**config.mk**
```make
export PLATFORM = sky130hd
export DESIGN_NAME = mck_unit
export DESIGN_NICKNAME = d
export VERILOG_FILES = /design/src/verilog/mck_pkg.sv /design/src/verilog/mck_unit.sv
export SDC_FILE = /design/constraint.sdc
export NUM_CORES = 1
export LEC_CHECK = 0
export BUFFER_PORTS_ARGS = -buffer_cell sky130_fd_sc_hd__buf_2
export CAP_MARGIN = 0
export CORE_MARGIN = 4
export CORE_UTILIZATION = 55
export DETAILED_ROUTE_END_ITERATION = 8
export HOLD_SLACK_MARGIN = 0.08
export PLACE_DENSITY = 0.88
export SYNTH_ARGS = -nofsm -noshare
export SYNTH_HDL_FRONTEND = slang
export SYNTH_SLANG_ARGS = --single-unit
```
**constraint.sdc**
```tcl
create_clock -name I_MCLK -period 2.85 [get_ports I_MCLK]
set_input_delay 0.57 -clock I_MCLK [delete_from_list [all_inputs] [get_ports I_MCLK]]
set_output_delay 0.57 -clock I_MCLK [all_outputs]
set_load 0.005 [all_outputs]
```
**src/verilog/mck_pkg.sv**
```systemverilog
// Constants and types for the machine check and checkstop unit.
package mck_pkg;
  // A documented bit n (numbered from the MSB) sits at vector index 31 - n.
  localparam int unsigned MSR_IP = 31 - 25;
  localparam int unsigned MSR_ILE = 31 - 15;
  localparam int unsigned MSR_ME = 31 - 19;
  localparam int unsigned MSR_LE = 31 - 31;
  localparam int unsigned HC_MCP_EN = 31 - 0;
  localparam int unsigned HC_AP_EN = 31 - 2;
  localparam int unsigned HC_DP_EN = 31 - 3;
  localparam int unsigned IC_IC_EN = 31 - 4;
  localparam int unsigned IC_DC_EN = 31 - 5;
  localparam int unsigned L2C_PE = 31 - 1;
  localparam int unsigned L2_MULTI = 31 - 0;
  localparam int unsigned L2_TAG = 31 - 27;
  localparam int unsigned L2_MB = 31 - 28;
  localparam int unsigned L2_SB = 31 - 29;
  localparam int unsigned MS_L2TAG = 31 - 13;
  localparam int unsigned MS_L2DAT = 31 - 14;
  localparam int unsigned MS_AP = 31 - 17;
  localparam int unsigned MS_DP = 31 - 18;
  localparam int unsigned MS_TEA = 31 - 19;
  localparam int unsigned S1_IC = 31 - 1;
  localparam int unsigned S1_DC = 31 - 2;
  localparam int unsigned S1_MSS = 31 - 11;
  localparam int unsigned S1_MCP = 31 - 12;
  localparam int unsigned S1_TEA = 31 - 13;
  localparam int unsigned S1_DP = 31 - 14;
  localparam int unsigned S1_AP = 31 - 15;
  localparam int unsigned S1_RI = 31 - 30;
  // Machine state bits 6, 16 to 29 and 31 that are saved on a take.
  localparam logic [31:0] S1_COPY_MASK = 32'h0200_FFFD;
  localparam logic [31:0] L2DET_MASK = 32'h8000_001C;
  localparam logic [31:0] MSSS_MASK = 32'h0006_F000;
  localparam logic [31:0] VEC_BASE_HI = 32'hFFF0_0000;
  localparam logic [31:0] VEC_BASE_LO = 32'h0000_0000;
  localparam logic [31:0] MC_OFFSET = 32'h0000_0200;
  // Register byte addresses on the bus.
  localparam logic [7:0] A_MSR = 8'h00;
  localparam logic [7:0] A_SAVE_RESTORE_ADDR = 8'h04;
  localparam logic [7:0] A_INTERRUPT_SAVE_STATUS = 8'h08;
  localparam logic [7:0] A_HW_CONFIG_ONE = 8'h0C;
  localparam logic [7:0] A_CACHE_INTERRUPT_CONTROL = 8'h10;
  localparam logic [7:0] A_L2_CONTROL = 8'h14;
  localparam logic [7:0] A_L2REN = 8'h18;
  localparam logic [7:0] A_L2DIS = 8'h1C;
  localparam logic [7:0] A_L2DET = 8'h20;
  localparam logic [7:0] A_MSSS = 8'h24;
  // Values after reset.
  localparam logic [31:0] RST_MSR = 32'h0000_0000;
  localparam logic [31:0] RST_HW_CONFIG_ONE = 32'h0000_0000;
  localparam logic [31:0] RST_CACHE_INTERRUPT_CONTROL = 32'h0000_0000;
  localparam logic [31:0] RST_L2_CONTROL = 32'h0000_0000;
  localparam logic [31:0] RST_L2REN = 32'h0000_001C;
  localparam logic [31:0] RST_L2DIS = 32'h0000_0000;
  localparam logic [31:0] RST_ZERO = 32'h0000_0000;
  localparam int unsigned NCAUSE = 7;
  localparam int unsigned C_IC = 0;
  localparam int unsigned C_DC = 1;
  localparam int unsigned C_L2 = 2;
  localparam int unsigned C_MCP = 3;
  localparam int unsigned C_TEA = 4;
  localparam int unsigned C_DP = 5;
  localparam int unsigned C_AP = 6;
  typedef enum logic [2:0] {
    MCK_IDLE = 3'h1,
    MCK_QUIESCE = 3'h2,
    MCK_CKSTP = 3'h4
  } mck_state_t;
endpackage : mck_pkg

```
**src/verilog/mck_unit.sv**
```systemverilog
// Machine check collection, quiescing, interrupt take and checkstop logic.
`timescale 1ns/100ps
module mck_unit (
  input wire logic I_MCLK,
  input wire logic I_SRST,
  input wire logic I_PSEL,
  input wire logic I_PENABLE,
  input wire logic I_PWRITE,
  input wire logic [7:0] I_PADDR,
  input wire logic [31:0] I_PWDATA,
  output logic [31:0] O_PRDATA,
  output logic O_PREADY,
  output logic O_PSLVERR,
  input wire logic I_BUS_TEA,
  input wire logic I_ADDR_PERR,
  input wire logic I_DATA_PERR,
  input wire logic I_IC_PERR,
  input wire logic I_DC_PERR,
  input wire logic I_L2_TAG_PERR,
  input wire logic I_L2_DATA_PERR,
  input wire logic I_L2_MBECC,
  input wire logic I_L2_SBECC,
  input wire logic I_MCHECK_N,
  input wire logic I_CKSTP_IN_N,
  input wire logic I_CORE_IDLE,
  input wire logic I_MEMSYS_IDLE,
  input wire logic I_STREAMS_STOPPED,
  input wire logic I_RECOVERABLE,
  input wire logic [31:0] I_CUR_EA,
  output logic O_QUIESCE_REQ,
  output logic O_STOP_STREAMS,
  output logic O_TAKE,
  output logic [31:0] O_VECTOR,
  output logic [31:0] O_MACHINE_STATE,
  output logic O_FREEZE,
  output logic O_CKSTP_OUT_N_O,
  output logic O_CKSTP_OUT_N_OE
);

  typedef struct packed {
    mck_pkg::mck_state_t fsm;
    logic mcp_s1;
    logic mcp_s2;
    logic mcp_s3;
    logic ck_s1;
    logic ck_s2;
    logic [31:0] machine_state;
    logic [31:0] save_restore_addr;
    logic [31:0] interrupt_save_status;
    logic [31:0] hw_config_one;
    logic [31:0] cache_interrupt_control;
    logic [31:0] l2_control;
    logic [31:0] l2ren;
    logic [31:0] l2dis;
    logic [31:0] l2det;
    logic [31:0] msss;
    logic [mck_pkg::NCAUSE-1:0] pend;
    logic [31:0] prdata;
    logic pready;
    logic pslverr;
    logic take;
    logic [31:0] vector;
    logic freeze;
    logic ckstp_oe;
    logic quiesce;
  } mck_regs_t;

  mck_regs_t st;
  mck_regs_t next_st;

  logic mcp_evt;
  logic ap_evt;
  logic dp_evt;
  logic ic_evt;
  logic dc_evt;
  logic tea_evt;
  logic ecc_on;
  logic tag_evt;
  logic mb_evt;
  logic sb_evt;
  logic l2dp_evt;
  logic l2_evt;
  logic ckin;
  logic [2:0] l2_new;
  logic [mck_pkg::NCAUSE-1:0] new_c;

  // The pin is sampled only through the second and third stages.
  // Acting on the falling edge rather than the level means a pin that is
  // held low by a slow board does not retrigger the interrupt after the
  // handler sets the enable again; a user must pulse the pin for each event.
  assign mcp_evt = st.mcp_s3 & ~st.mcp_s2 & st.hw_config_one[mck_pkg::HC_MCP_EN];
  assign ckin = ~st.ck_s2;
  assign ap_evt = I_ADDR_PERR & st.hw_config_one[mck_pkg::HC_AP_EN];
  assign dp_evt = I_DATA_PERR & st.hw_config_one[mck_pkg::HC_DP_EN];
  assign ic_evt = I_IC_PERR & st.cache_interrupt_control[mck_pkg::IC_IC_EN];
  assign dc_evt = I_DC_PERR & st.cache_interrupt_control[mck_pkg::IC_DC_EN];
  // A transfer error has no enable and is never tied to one instruction.
  assign tea_evt = I_BUS_TEA;
  assign ecc_on = ~(st.l2dis[mck_pkg::L2_MB] & st.l2dis[mck_pkg::L2_SB]);
  assign l2dp_evt = I_L2_DATA_PERR & st.l2_control[mck_pkg::L2C_PE] & ~ecc_on;
  assign tag_evt = I_L2_TAG_PERR & st.l2ren[mck_pkg::L2_TAG]
                   & ~st.l2dis[mck_pkg::L2_TAG];
  assign mb_evt = I_L2_MBECC & st.l2ren[mck_pkg::L2_MB]
                  & ~st.l2dis[mck_pkg::L2_MB];
  assign sb_evt = I_L2_SBECC & st.l2ren[mck_pkg::L2_SB]
                  & ~st.l2dis[mck_pkg::L2_SB];
  assign l2_evt = tag_evt | mb_evt | sb_evt | l2dp_evt;
  assign l2_new = {tag_evt, mb_evt, sb_evt};

  always_comb
  begin
    new_c = '0;
    new_c[mck_pkg::C_IC] = ic_evt;
    new_c[mck_pkg::C_DC] = dc_evt;
    new_c[mck_pkg::C_L2] = l2_evt;
    new_c[mck_pkg::C_MCP] = mcp_evt;
    new_c[mck_pkg::C_TEA] = tea_evt;
    new_c[mck_pkg::C_DP] = dp_evt;
    new_c[mck_pkg::C_AP] = ap_evt;
  end

  always_comb
  begin
    logic setup;
    logic wr;
    logic hit;
    logic [31:0] rd;
    logic [31:0] cause;
    logic [2:0] old3;
    setup = I_PSEL & ~I_PENABLE;
    wr = I_PSEL & I_PENABLE & st.pready & I_PWRITE;
    hit = 1'b1;
    rd = mck_pkg::RST_ZERO;
    cause = mck_pkg::RST_ZERO;
    old3 = {st.l2det[mck_pkg::L2_TAG], st.l2det[mck_pkg::L2_MB],
            st.l2det[mck_pkg::L2_SB]};
    next_st = st;
    next_st.mcp_s1 = I_MCHECK_N;
    next_st.mcp_s2 = st.mcp_s1;
    next_st.mcp_s3 = st.mcp_s2;
    next_st.ck_s1 = I_CKSTP_IN_N;
    next_st.ck_s2 = st.ck_s1;
    next_st.take = 1'b0;

    // Read data is captured in the setup cycle, so the slave answers with no wait.
    case (I_PADDR)
      mck_pkg::A_MSR: rd = st.machine_state;
      mck_pkg::A_SAVE_RESTORE_ADDR: rd = st.save_restore_addr;
      mck_pkg::A_INTERRUPT_SAVE_STATUS: rd = st.interrupt_save_status;
      mck_pkg::A_HW_CONFIG_ONE: rd = st.hw_config_one;
      mck_pkg::A_CACHE_INTERRUPT_CONTROL: rd = st.cache_interrupt_control;
      mck_pkg::A_L2_CONTROL: rd = st.l2_control;
      mck_pkg::A_L2REN: rd = st.l2ren;
      mck_pkg::A_L2DIS: rd = st.l2dis;
      mck_pkg::A_L2DET: rd = st.l2det;
      mck_pkg::A_MSSS: rd = st.msss;
      default: hit = 1'b0;
    endcase
    next_st.pready = setup;
    if (setup)
    begin
      next_st.prdata = rd;
      next_st.pslverr = ~hit;
    end
    else if (st.pready)
    begin
      next_st.prdata = mck_pkg::RST_ZERO;
      next_st.pslverr = 1'b0;
    end

    // In checkstop every latch but the pin synchronizers holds; the bus still answers but writes are dropped.
    // Keeping reads alive lets a debugger pull the saved causes out of a
    // stopped core, which is worth more than a strictly frozen bus port.
    if (st.fsm != mck_pkg::MCK_CKSTP)
    begin
      if (wr)
      begin
        case (I_PADDR)
          mck_pkg::A_MSR: next_st.machine_state = I_PWDATA;
          mck_pkg::A_SAVE_RESTORE_ADDR: next_st.save_restore_addr = I_PWDATA;
          mck_pkg::A_INTERRUPT_SAVE_STATUS: next_st.interrupt_save_status = I_PWDATA;
          mck_pkg::A_HW_CONFIG_ONE: next_st.hw_config_one = I_PWDATA;
          mck_pkg::A_CACHE_INTERRUPT_CONTROL: next_st.cache_interrupt_control = I_PWDATA;
          mck_pkg::A_L2_CONTROL: next_st.l2_control = I_PWDATA;
          mck_pkg::A_L2REN: next_st.l2ren = I_PWDATA;
          mck_pkg::A_L2DIS: next_st.l2dis = I_PWDATA;
          mck_pkg::A_L2DET: next_st.l2det = st.l2det & ~I_PWDATA;
          mck_pkg::A_MSSS: next_st.msss = st.msss & ~I_PWDATA;
          default: next_st.machine_state = st.machine_state;
        endcase
      end
      // Flags are set after the clear so a same-cycle event is never lost.
      next_st.l2det[mck_pkg::L2_TAG] = next_st.l2det[mck_pkg::L2_TAG] | tag_evt;
      next_st.l2det[mck_pkg::L2_MB] = next_st.l2det[mck_pkg::L2_MB] | mb_evt;
      next_st.l2det[mck_pkg::L2_SB] = next_st.l2det[mck_pkg::L2_SB] | sb_evt;
      if ((|l2_new) && ((|old3) || ((l2_new & (l2_new - 3'h1)) != 3'h0)))
      begin
        next_st.l2det[mck_pkg::L2_MULTI] = 1'b1;
      end
      next_st.l2det = next_st.l2det & mck_pkg::L2DET_MASK;
      next_st.msss[mck_pkg::MS_L2TAG] = next_st.msss[mck_pkg::MS_L2TAG] | tag_evt;
      next_st.msss[mck_pkg::MS_L2DAT] = next_st.msss[mck_pkg::MS_L2DAT]
                                        | l2dp_evt | mb_evt | sb_evt;
      next_st.msss[mck_pkg::MS_AP] = next_st.msss[mck_pkg::MS_AP] | ap_evt;
      next_st.msss[mck_pkg::MS_DP] = next_st.msss[mck_pkg::MS_DP] | dp_evt;
      next_st.msss[mck_pkg::MS_TEA] = next_st.msss[mck_pkg::MS_TEA] | tea_evt;
      next_st.msss = next_st.msss & mck_pkg::MSSS_MASK;
      // Conditions stay pending until the take, collecting any that follow.
      next_st.pend = st.pend | new_c;
    end

    case (st.fsm)
      mck_pkg::MCK_IDLE:
      begin
        if (|next_st.pend)
        begin
          if (st.machine_state[mck_pkg::MSR_ME])
          begin
            next_st.fsm = mck_pkg::MCK_QUIESCE;
            next_st.quiesce = 1'b1;
          end
          else
          begin
            next_st.fsm = mck_pkg::MCK_CKSTP;
          end
        end
      end
      mck_pkg::MCK_QUIESCE:
      begin
        if (I_CORE_IDLE && I_MEMSYS_IDLE && I_STREAMS_STOPPED)
        begin
          cause[mck_pkg::S1_IC] = st.pend[mck_pkg::C_IC];
          cause[mck_pkg::S1_DC] = st.pend[mck_pkg::C_DC];
          cause[mck_pkg::S1_MSS] = st.pend[mck_pkg::C_L2];
          cause[mck_pkg::S1_MCP] = st.pend[mck_pkg::C_MCP];
          cause[mck_pkg::S1_TEA] = st.pend[mck_pkg::C_TEA];
          cause[mck_pkg::S1_DP] = st.pend[mck_pkg::C_DP];
          cause[mck_pkg::S1_AP] = st.pend[mck_pkg::C_AP];
          cause[mck_pkg::S1_RI] = I_RECOVERABLE;
          next_st.interrupt_save_status = (st.machine_state & mck_pkg::S1_COPY_MASK) | cause;
          next_st.save_restore_addr = I_CUR_EA;
          next_st.machine_state = mck_pkg::RST_ZERO;
          next_st.machine_state[mck_pkg::MSR_ILE] = st.machine_state[mck_pkg::MSR_ILE];
          next_st.machine_state[mck_pkg::MSR_IP] = st.machine_state[mck_pkg::MSR_IP];
          next_st.machine_state[mck_pkg::MSR_LE] = st.machine_state[mck_pkg::MSR_ILE];
          next_st.vector = (st.machine_state[mck_pkg::MSR_IP] ? mck_pkg::VEC_BASE_HI
                            : mck_pkg::VEC_BASE_LO) | mck_pkg::MC_OFFSET;
          // Only conditions seen this very cycle remain for the next round.
          next_st.pend = new_c;
          next_st.take = 1'b1;
          next_st.quiesce = 1'b0;
          next_st.fsm = mck_pkg::MCK_IDLE;
        end
      end
      mck_pkg::MCK_CKSTP:
      begin
        next_st.fsm = mck_pkg::MCK_CKSTP;
      end
      default:
      begin
        next_st.fsm = mck_pkg::MCK_IDLE;
      end
    endcase

    // The checkstop input wins over a take in flight, since the board has
    // already decided the system cannot continue.
    if (ckin)
    begin
      next_st.fsm = mck_pkg::MCK_CKSTP;
    end
    // Freeze and the output are set on the same edge as entry, well inside six cycles.
    if (next_st.fsm == mck_pkg::MCK_CKSTP)
    begin
      next_st.take = 1'b0;
      next_st.quiesce = 1'b0;
      next_st.freeze = 1'b1;
      next_st.ckstp_oe = 1'b1;
    end

    // Reset overrides everything, including checkstop, which only it may leave.
    if (I_SRST)
    begin
      next_st = '0;
      next_st.fsm = mck_pkg::MCK_IDLE;
      next_st.mcp_s1 = 1'b1;
      next_st.mcp_s2 = 1'b1;
      next_st.mcp_s3 = 1'b1;
      next_st.ck_s1 = 1'b1;
      next_st.ck_s2 = 1'b1;
      next_st.machine_state = mck_pkg::RST_MSR;
      next_st.hw_config_one = mck_pkg::RST_HW_CONFIG_ONE;
      next_st.cache_interrupt_control = mck_pkg::RST_CACHE_INTERRUPT_CONTROL;
      next_st.l2_control = mck_pkg::RST_L2_CONTROL;
      next_st.l2ren = mck_pkg::RST_L2REN;
      next_st.l2dis = mck_pkg::RST_L2DIS;
    end
  end

  always_ff @(posedge I_MCLK)
  begin
    st <= next_st;
  end

  assign O_PRDATA = st.prdata;
  assign O_PREADY = st.pready;
  assign O_PSLVERR = st.pslverr;
  assign O_QUIESCE_REQ = st.quiesce;
  assign O_STOP_STREAMS = st.quiesce;
  assign O_TAKE = st.take;
  assign O_VECTOR = st.vector;
  assign O_MACHINE_STATE = st.machine_state;
  assign O_FREEZE = st.freeze;
  // The open-drain pin only ever pulls low; the enable carries the state.
  assign O_CKSTP_OUT_N_O = 1'b0;
  assign O_CKSTP_OUT_N_OE = st.ckstp_oe;

endmodule : mck_unit

```
==> out/summary.txt, run 1 <==
GLOBAL ROUTE
---------------------------------------------------------------------------------------
Initial antenna violation count                                                       3
Wire length of the first global-routing pass                                   79700 um
Overall track demand over capacity in global routing                              0.346
Via count of the first global-routing pass                                        14.2k
Overflow left after global routing                                                    0
Pin count of the biggest net entering global routing                                128

DIE
---------------------------------------------------------------------------------------
Placeable core region                                                      0.0264 sq mm
Horiz. Die Dim                                                                   172 um
DIE HEIGHT                                                                       172 um
Placement row count                                                                  59
Initial cell density of the core                                                  0.564
# IOs                                                                               196
Die ar.                                                                    0.0297 sq mm

YOSYS
---------------------------------------------------------------------------------------
Largest area contributor in the synthesized netlist                        sky130_fd_sc_hd__dfxtp_1
Cell area after synthesis                                                  0.0149 sq mm
Post-synthesis area per instance                                             8.04 sq um
Flip-flop and latch count after synthesis                                           320
Ys async rst share                                                                    0
Sequential area share after synthesis                                             0.431
Number of distinct library cells after synthesis                                     64
Number of synthesized flops with an enable pin                                        0
Count of mapped cells out of synthesis                                             1850
Biggest area contributors in the synthesized netlist                       sky130_fd_sc_hd__dfxtp_1 (43%), sky130_fd_sc_hd__nand2_1 (13%), sky130_fd_sc_hd__a21oi_1 (7.5%)
Primary FF master, synth                                                   sky130_fd_sc_hd__dfxtp_1
Top-area cell type share of the netlist area                                      0.431
YS warnings                                                                           0

POWER AND IR DROP
---------------------------------------------------------------------------------------
P_int                                                                           7.51 mW
Portion of total power attributed to sequential cells                             0.464
Maximum ir drop on the vdd rail                                              0.000438 V
Total power of the final layout                                                 9.74 mW
Relative contribution of combinational cells to total power                       0.058
Net switching power                                                             2.22 mW
Leakage dissipation                                                             6.19 nW
Pwr per Cell Area                                                           579 mW/mm^2
Fraction of power spent switching nets                                            0.228
Power share of the clock group                                                    0.478

SETUP PATH
---------------------------------------------------------------------------------------
Maximum net fanout on the critical path                                              13
Kind of end point of the critical path                                             flop
Delay-heaviest family, CP                                                  simple AND/OR/NAND/NOR gates
Largest stage delay, worst path                                                 0.72 ns
Nature of the critical path startpoint                                             flop
Data required time of the critical path                                         3.28 ns
Buffering stage count on the worst path with inverters included                       1
Critical Setup Path Class                                                  flop to flop
Data arrival time of the worst path                                             2.86 ns
Cell with the largest stage delay on the worst path                        sky130_fd_sc_hd__nor3b_2
CP Cell Sequence                                                           nor3b_2, nor2_1, nand3_1, buf_4, nand2_1, a21oi_1

STA
---------------------------------------------------------------------------------------
Period minus WS final                                                           2.43 ns
Max-slew violation count                                                              0
Worst hold margin                                                              0.223 ns
Worst rel slew slack                                                              0.163
Final total negative setup slack                                                   0 ns
Final hold vios                                                                       0
Unrepaired setup endpoints after global routing                                      no
Transition time at the pin with the least slew margin                           1.25 ns
Clock skew after layout                                                       0.0364 ns
Maximum clock rate                                                              412 MHz
Final critical-path setup slack                                                0.422 ns
Number of setup violations in the final report                                        0
Final cycle utilization of the critical path                                      0.852

PLACE
---------------------------------------------------------------------------------------
Worst Setup Slack post-DPL                                                     0.230 ns
Count of port buffers added during placement                                        175
Post-Place Cell Area                                                       0.0156 sq mm
RD Place Congestion                                                               0.990
Post-detail-place hpwl                                                         34900 um
Number of placed instances, taps included                                          2209

CLOCK NETWORK
---------------------------------------------------------------------------------------
Bufs on Longest Clock Path                                                            3
Number of H-tree branching levels                                                     2
CTS Buf Count                                                                        34
CTS Root Buffer Type                                                       sky130_fd_sc_hd__clkbuf_16
CTS clk-pin slew, worst paths                                                   0.06 ns
Number of sinks driven by the clock tree                                            320
Clock latency reported for the late side of the worst-skew pair                 0.53 ns
Resized Gates After CTS                                                               0
Number of post-CTS setup repair buffers                                               0
Post-CTS Hold Buffers                                                                 0
Clock tree from TritonCTS                                                         built

ROUTING
---------------------------------------------------------------------------------------
Pre-Repair DR Iteration Count                                                         9
ANT nets after route                                                                  0
Routed wire length                                                             53300 um
Final routed DRC violation total                                                      0
Via count                                                                         14.7k
Routed wirelength normalized by instance count                                  23.5 um
Vias per std cell                                                                  6.46
Number of violations reported at the end of detailed-routing iteration 0           2305

FINAL LAYOUT
---------------------------------------------------------------------------------------
Final cell count without fillers                                                   2270
Post-layout util                                                                  0.638
Fraction of final layout cells with drive strength greater than 1                 0.192
P&R area growth vs syn                                                            13.1%
Final net count                                                                    2002
Final cell area excluding filler cells                                     0.0168 sq mm
Number of fill cells                                                               2163

HOLD PATH
---------------------------------------------------------------------------------------
Min-delay worst type                                                       primary input to flop

RUN STATUS
---------------------------------------------------------------------------------------
Run status                                                                 finished, final reports clean

JOB
---------------------------------------------------------------------------------------
Max Cap Viol                                                                          0

==> worst register-to-register path, delay by kind of cell (launching register included) <==
family | cells | cell delay [ns]
DFF | 1 | 0.40
AOI/OAI and AO/OA | 1 | 0.13
buffers and inverters | 1 | 0.33
and+or+nand+nor | 4 | 1.49
==> synth_stat cells (all sizes together), types with 6 or more instances <==
library cell,number
nand2,518
dfxtp,320
a21oi,222
buf,171
nor2,98
clkbuf,95
mux2i,72
a22oi,44
a211oi,34
a311oi,28
o21ai,27
nand3,26
nor3,23
a22o,15
mux2,15
o22ai,14
mux4,12
a221oi,10
nor4,9
or2,7
o2bb2ai,6
==> power groups by stage <==
stage / Combinational (mW) / Sequential (mW) / Clock [mW]
floorplan: 0.325 / 4.61 / 0
global placement: 0.527 / 4.61 / 0
detailed placement: 0.532 / 4.61 / 0
CTS: 0.537 / 4.51 / 4.66
global route: 0.582 / 4.51 / 4.85
finish: 0.565 / 4.51 / 4.66
==> layout make-up <==
cell class | instances | area, sq um | share of cell area
diodes | 2 | 5.00 | 0.000298
flip-flops and latches | 320 | 6410 | 0.381
well taps | 335 | 419 | 0.0249
repair buffers | 271 | 1750 | 0.104
inverters | 5 | 18.8 | 0.00112
multi-input cells | 1278 | 7030 | 0.418
clock buffers | 50 | 982 | 0.0584
clock inverters | 9 | 193 | 0.0115
==> layer usage <==
| layer | wire length (um) | GRT usage | vias up | share of wire |
|---|---|---|---|---|
| met3 | 7790 | 0.0953 | 294 | 0.15 |
| met1 | 19000 | 0.441 | 6764 | 0.36 |
| met4 | 3610 | 0.198 | 0 | 0.068 |
| li1 | - | - | 6360 | - |
| met5 | 0 | 0 | - | 0 |
| met2 | 22900 | 0.527 | 1256 | 0.43 |
==> logic make-up after synthesis <==
kind of cell,after synthesis,synth area share
compound gates,431,0.181
xor+xnor,1,0.000589
fa+ha+maj,1,0.000673
buf+inv,271,0.103
flops,320,0.431
mux,99,0.0780
other cells,1,0.000252
simple gates,726,0.206
==> cell usage in the layout (no fill, tap or decap), drive strengths merged, types with 7 or more instances in the layout <==
cell type and count:
a311oi 28, nand2 518, a221oi 10, mux4 12, o21ai 27, a21oi 222, or2 7, mux2i 72
nor4 9, a22oi 44, conb 20, buf 271, nand3 26, clkbuf 50, nor2 98, mux2 15
nor3 23, a22o 15, o22ai 14, dfxtp 320, a211oi 34
==> final timing paths <==
| kind | cells past startpoint | from | end | slack (ns) |
|---|---|---|---|---|
| setup / recovery | 6 | st[404] | O_MACHINE_STATE[11] | 0.42 |
| hold / removal | 2 | I_MCHECK_N | st[401] | 0.22 |
| hold reg to reg | 1 | st[398] | st[397] | 0.43 |
| setup reg to reg | 6 | st[404] | O_MACHINE_STATE[11] | 0.42 |
==> state kept, by name (all words and copies together), names as in the netlist <==
register          flops
O_PSLVERR             1
O_VECTOR              2
O_PREADY              1
O_MACHINE_STATE      32
O_CKSTP_OUT_N_OE      1
O_QUIESCE_REQ         1
O_TAKE                1
O_PRDATA             32
st                  249
No activity file was read; power rests on OpenSTA's default activity.
==> inputs of run 2 (changes only) <==
Settings changed: CTS_BUF_LIST set to sky130_fd_sc_hd__clkbuf_4.
==> run 2 against run 1 <==
  * Die area is the same
  * Critical endpoint is now O_MACHINE_STATE[3]
  * Setup slack got worse by 0.045 ns
  * Sequential power about the same
  * First-iteration DRC count down 13%
==> out/summary.txt, run 2 (synthesis gave the netlist of run 1 again) <==
RUN STATUS
---------------------------------------------------------------------------------------
Run status                                                                 finished, final reports clean

STA
---------------------------------------------------------------------------------------
Transition time at the pin with the least slew margin                           1.19 ns
Worst rel slew slack                                                              0.206
Final hold vios                                                                       0
Clock skew after layout                                                       0.0651 ns
Final total negative setup slack                                                   0 ns
Maximum clock rate                                                              404 MHz
Unrepaired setup endpoints after global routing                                      no
Final critical-path setup slack                                                0.377 ns
Final cycle utilization of the critical path                                      0.868
Max-slew violation count                                                              0
Worst hold margin                                                              0.116 ns
Number of setup violations in the final report                                        0
Period minus WS final                                                           2.47 ns

DIE
---------------------------------------------------------------------------------------
Horiz. Die Dim                                                                   172 um
Die ar.                                                                    0.0297 sq mm
DIE HEIGHT                                                                       172 um
# IOs                                                                               196
Placeable core region                                                      0.0264 sq mm
Initial cell density of the core                                                  0.564
Placement row count                                                                  59

CLOCK NETWORK
---------------------------------------------------------------------------------------
CTS clk-pin slew, worst paths                                                   0.06 ns
Clock latency reported for the late side of the worst-skew pair                 0.75 ns
CTS Buf Count                                                                        85
Clock tree from TritonCTS                                                         built
Bufs on Longest Clock Path                                                            3
Number of sinks driven by the clock tree                                            320
Number of H-tree branching levels                                                     3
CTS Root Buffer Type                                                       sky130_fd_sc_hd__clkbuf_4

FINAL LAYOUT
---------------------------------------------------------------------------------------
Flip-flop count of the largest register, all copies and words added                 249
Leading cell types in the layout, fill and taps excluded                   sky130_fd_sc_hd__nand2_1 (518), sky130_fd_sc_hd__dfxtp_1 (320), sky130_fd_sc_hd__a21oi_1 (222)
Final net count                                                                    2055
Commonest non-fill, non-tap cell in the layout                             sky130_fd_sc_hd__nand2_1
P&R area growth vs syn                                                            12.7%
Post-layout util                                                                  0.636
Register name with the most flops                                                    st
Fraction of final layout cells with drive strength greater than 1                 0.224

SETUP PATH
---------------------------------------------------------------------------------------
Largest stage delay, worst path                                                 0.70 ns
Reg-to-reg critical path startpoint                                             st[404]
Maximum net fanout on the critical path                                              13
Crit path from                                                                  st[404]
Cell with the largest stage delay on the worst path                        sky130_fd_sc_hd__nor3b_2
Kind of end point of the critical path                                             flop
Reg2Reg Setup Slack                                                             0.38 ns
Data required time of the critical path                                         3.46 ns
Capture point of the worst path                                            O_MACHINE_STATE[3]
Path depth of the worst reg2reg path                                                  6
Data arrival time of the worst path                                             3.08 ns
Nature of the critical path startpoint                                             flop
Critical Setup Path Class                                                  flop to flop
Delay-heaviest family, CP                                                  simple AND/OR/NAND/NOR gates
Buffering stage count on the worst path with inverters included                       1
Critical path depth in cells                                                          6
CP Cell Sequence                                                           nor3b_2, nor2_1, nand3_1, buf_4, nand2_1, a21oi_1
Critical register-to-register path endpoint                                O_MACHINE_STATE[3]

ROUTING
---------------------------------------------------------------------------------------
ANT nets after route                                                                  0
Vias per std cell                                                                  6.34
Pre-Repair DR Iteration Count                                                         6
Routed wirelength normalized by instance count                                  22.5 um
Via count                                                                         14.9k
Number of violations reported at the end of detailed-routing iteration 0           2000
Final routed DRC violation total                                                      0
Routed wire length                                                             52900 um

GLOBAL ROUTE
---------------------------------------------------------------------------------------
Global routing's busiest layer                                                     met2
Overflow left after global routing                                                    0
Wire length of the first global-routing pass                                   79600 um
Met2 usage                                                                        0.520
Met1 capacity usage during global routing                                         0.431
Via count of the first global-routing pass                                        14.5k
Overall track demand over capacity in global routing                              0.344
GR Util met3                                                                      0.106
Pin count of the biggest net entering global routing                                128
Initial antenna violation count                                                       4

HOLD PATH
---------------------------------------------------------------------------------------
Min-delay worst type                                                       primary input to flop
Worst Min Path Start                                                       I_CUR_EA[25]

PLACE
---------------------------------------------------------------------------------------
Post-detail-place hpwl                                                         34900 um
Count of port buffers added during placement                                        175
Worst Setup Slack post-DPL                                                     0.230 ns
RD Place Congestion                                                               0.990

JOB
---------------------------------------------------------------------------------------
Max Cap Viol                                                                          0

POWER AND IR DROP
---------------------------------------------------------------------------------------
Maximum ir drop on the vdd rail                                              0.000263 V
Pwr per Cell Area                                                           554 mW/mm^2
Total power of the final layout                                                 9.28 mW
Leakage dissipation                                                             6.27 nW

==> run 2: report_power, final <==
part / total, mW / internal [mW] / leakage (nW) / switching [mW]
sequential: 4.51 / 4.49 / 2.58 / 0.0185
combinational: 0.566 / 0.169 / 3.05 / 0.398
clock: 4.20 / 2.29 / 0.643 / 1.91
total: 9.28 / 6.95 / 6.27 / 2.33
==> run 2: worst reg2reg max path, stage by stage (launching register included) <==
cell	delay, ns
sky130_fd_sc_hd__dfxtp_1	0.40
sky130_fd_sc_hd__nor3b_2	0.70
sky130_fd_sc_hd__nor2_1	0.25
sky130_fd_sc_hd__nand3_1	0.44
sky130_fd_sc_hd__buf_4	0.35
sky130_fd_sc_hd__nand2_1	0.10
sky130_fd_sc_hd__a21oi_1	0.13
==> run 2: worst min path at each step <==
stage                          to  depth (start not counted)
after detailed placement  st[400]                          1
after floorplan           st[397]                          1
final                     st[358]                          3
after CTS                 st[358]                          3
after global routing      st[358]                          3
after global placement    st[400]                          1
==> run 2: per-stage QoR <==
stage	cell area, sq um	instances
2_1_floorplan	14900	1869
3_3_place_gp	15600	2209
3_5_place_dp	15600	2209
4_1_cts	16700	2350
5_1_grt	16700	2352
6_report	16800	2353
==> run 2: layer usage <==
metal	wire length, um	part of all wire	vias to the layer above
met3	7730	0.15	271
met1	19100	0.36	6894
met5	0	0	-
li1	-	-	6510
met4	3390	0.064	0
met2	22700	0.43	1245
==> run 2: final cells by class <==
type / instances / area (sq um)
antenna: 3 / 7.51
clock buffer: 120 / 901
clock inverter: 19 / 193
fill: 2200 / 9600
inverter: 5 / 18.8
multi-input combinational: 1278 / 7030
sequential: 320 / 6410
tap: 335 / 419
timing repair buffer: 273 / 1770
==> run 2: timing repair <==
item / CTS / global route
hold endpoints to repair: 2 / 0
setup endpoints to repair: 0 / 0
hold buffers: 2 / 0
buffers inserted: 0 / 0
gates resized for setup: 0 / 0
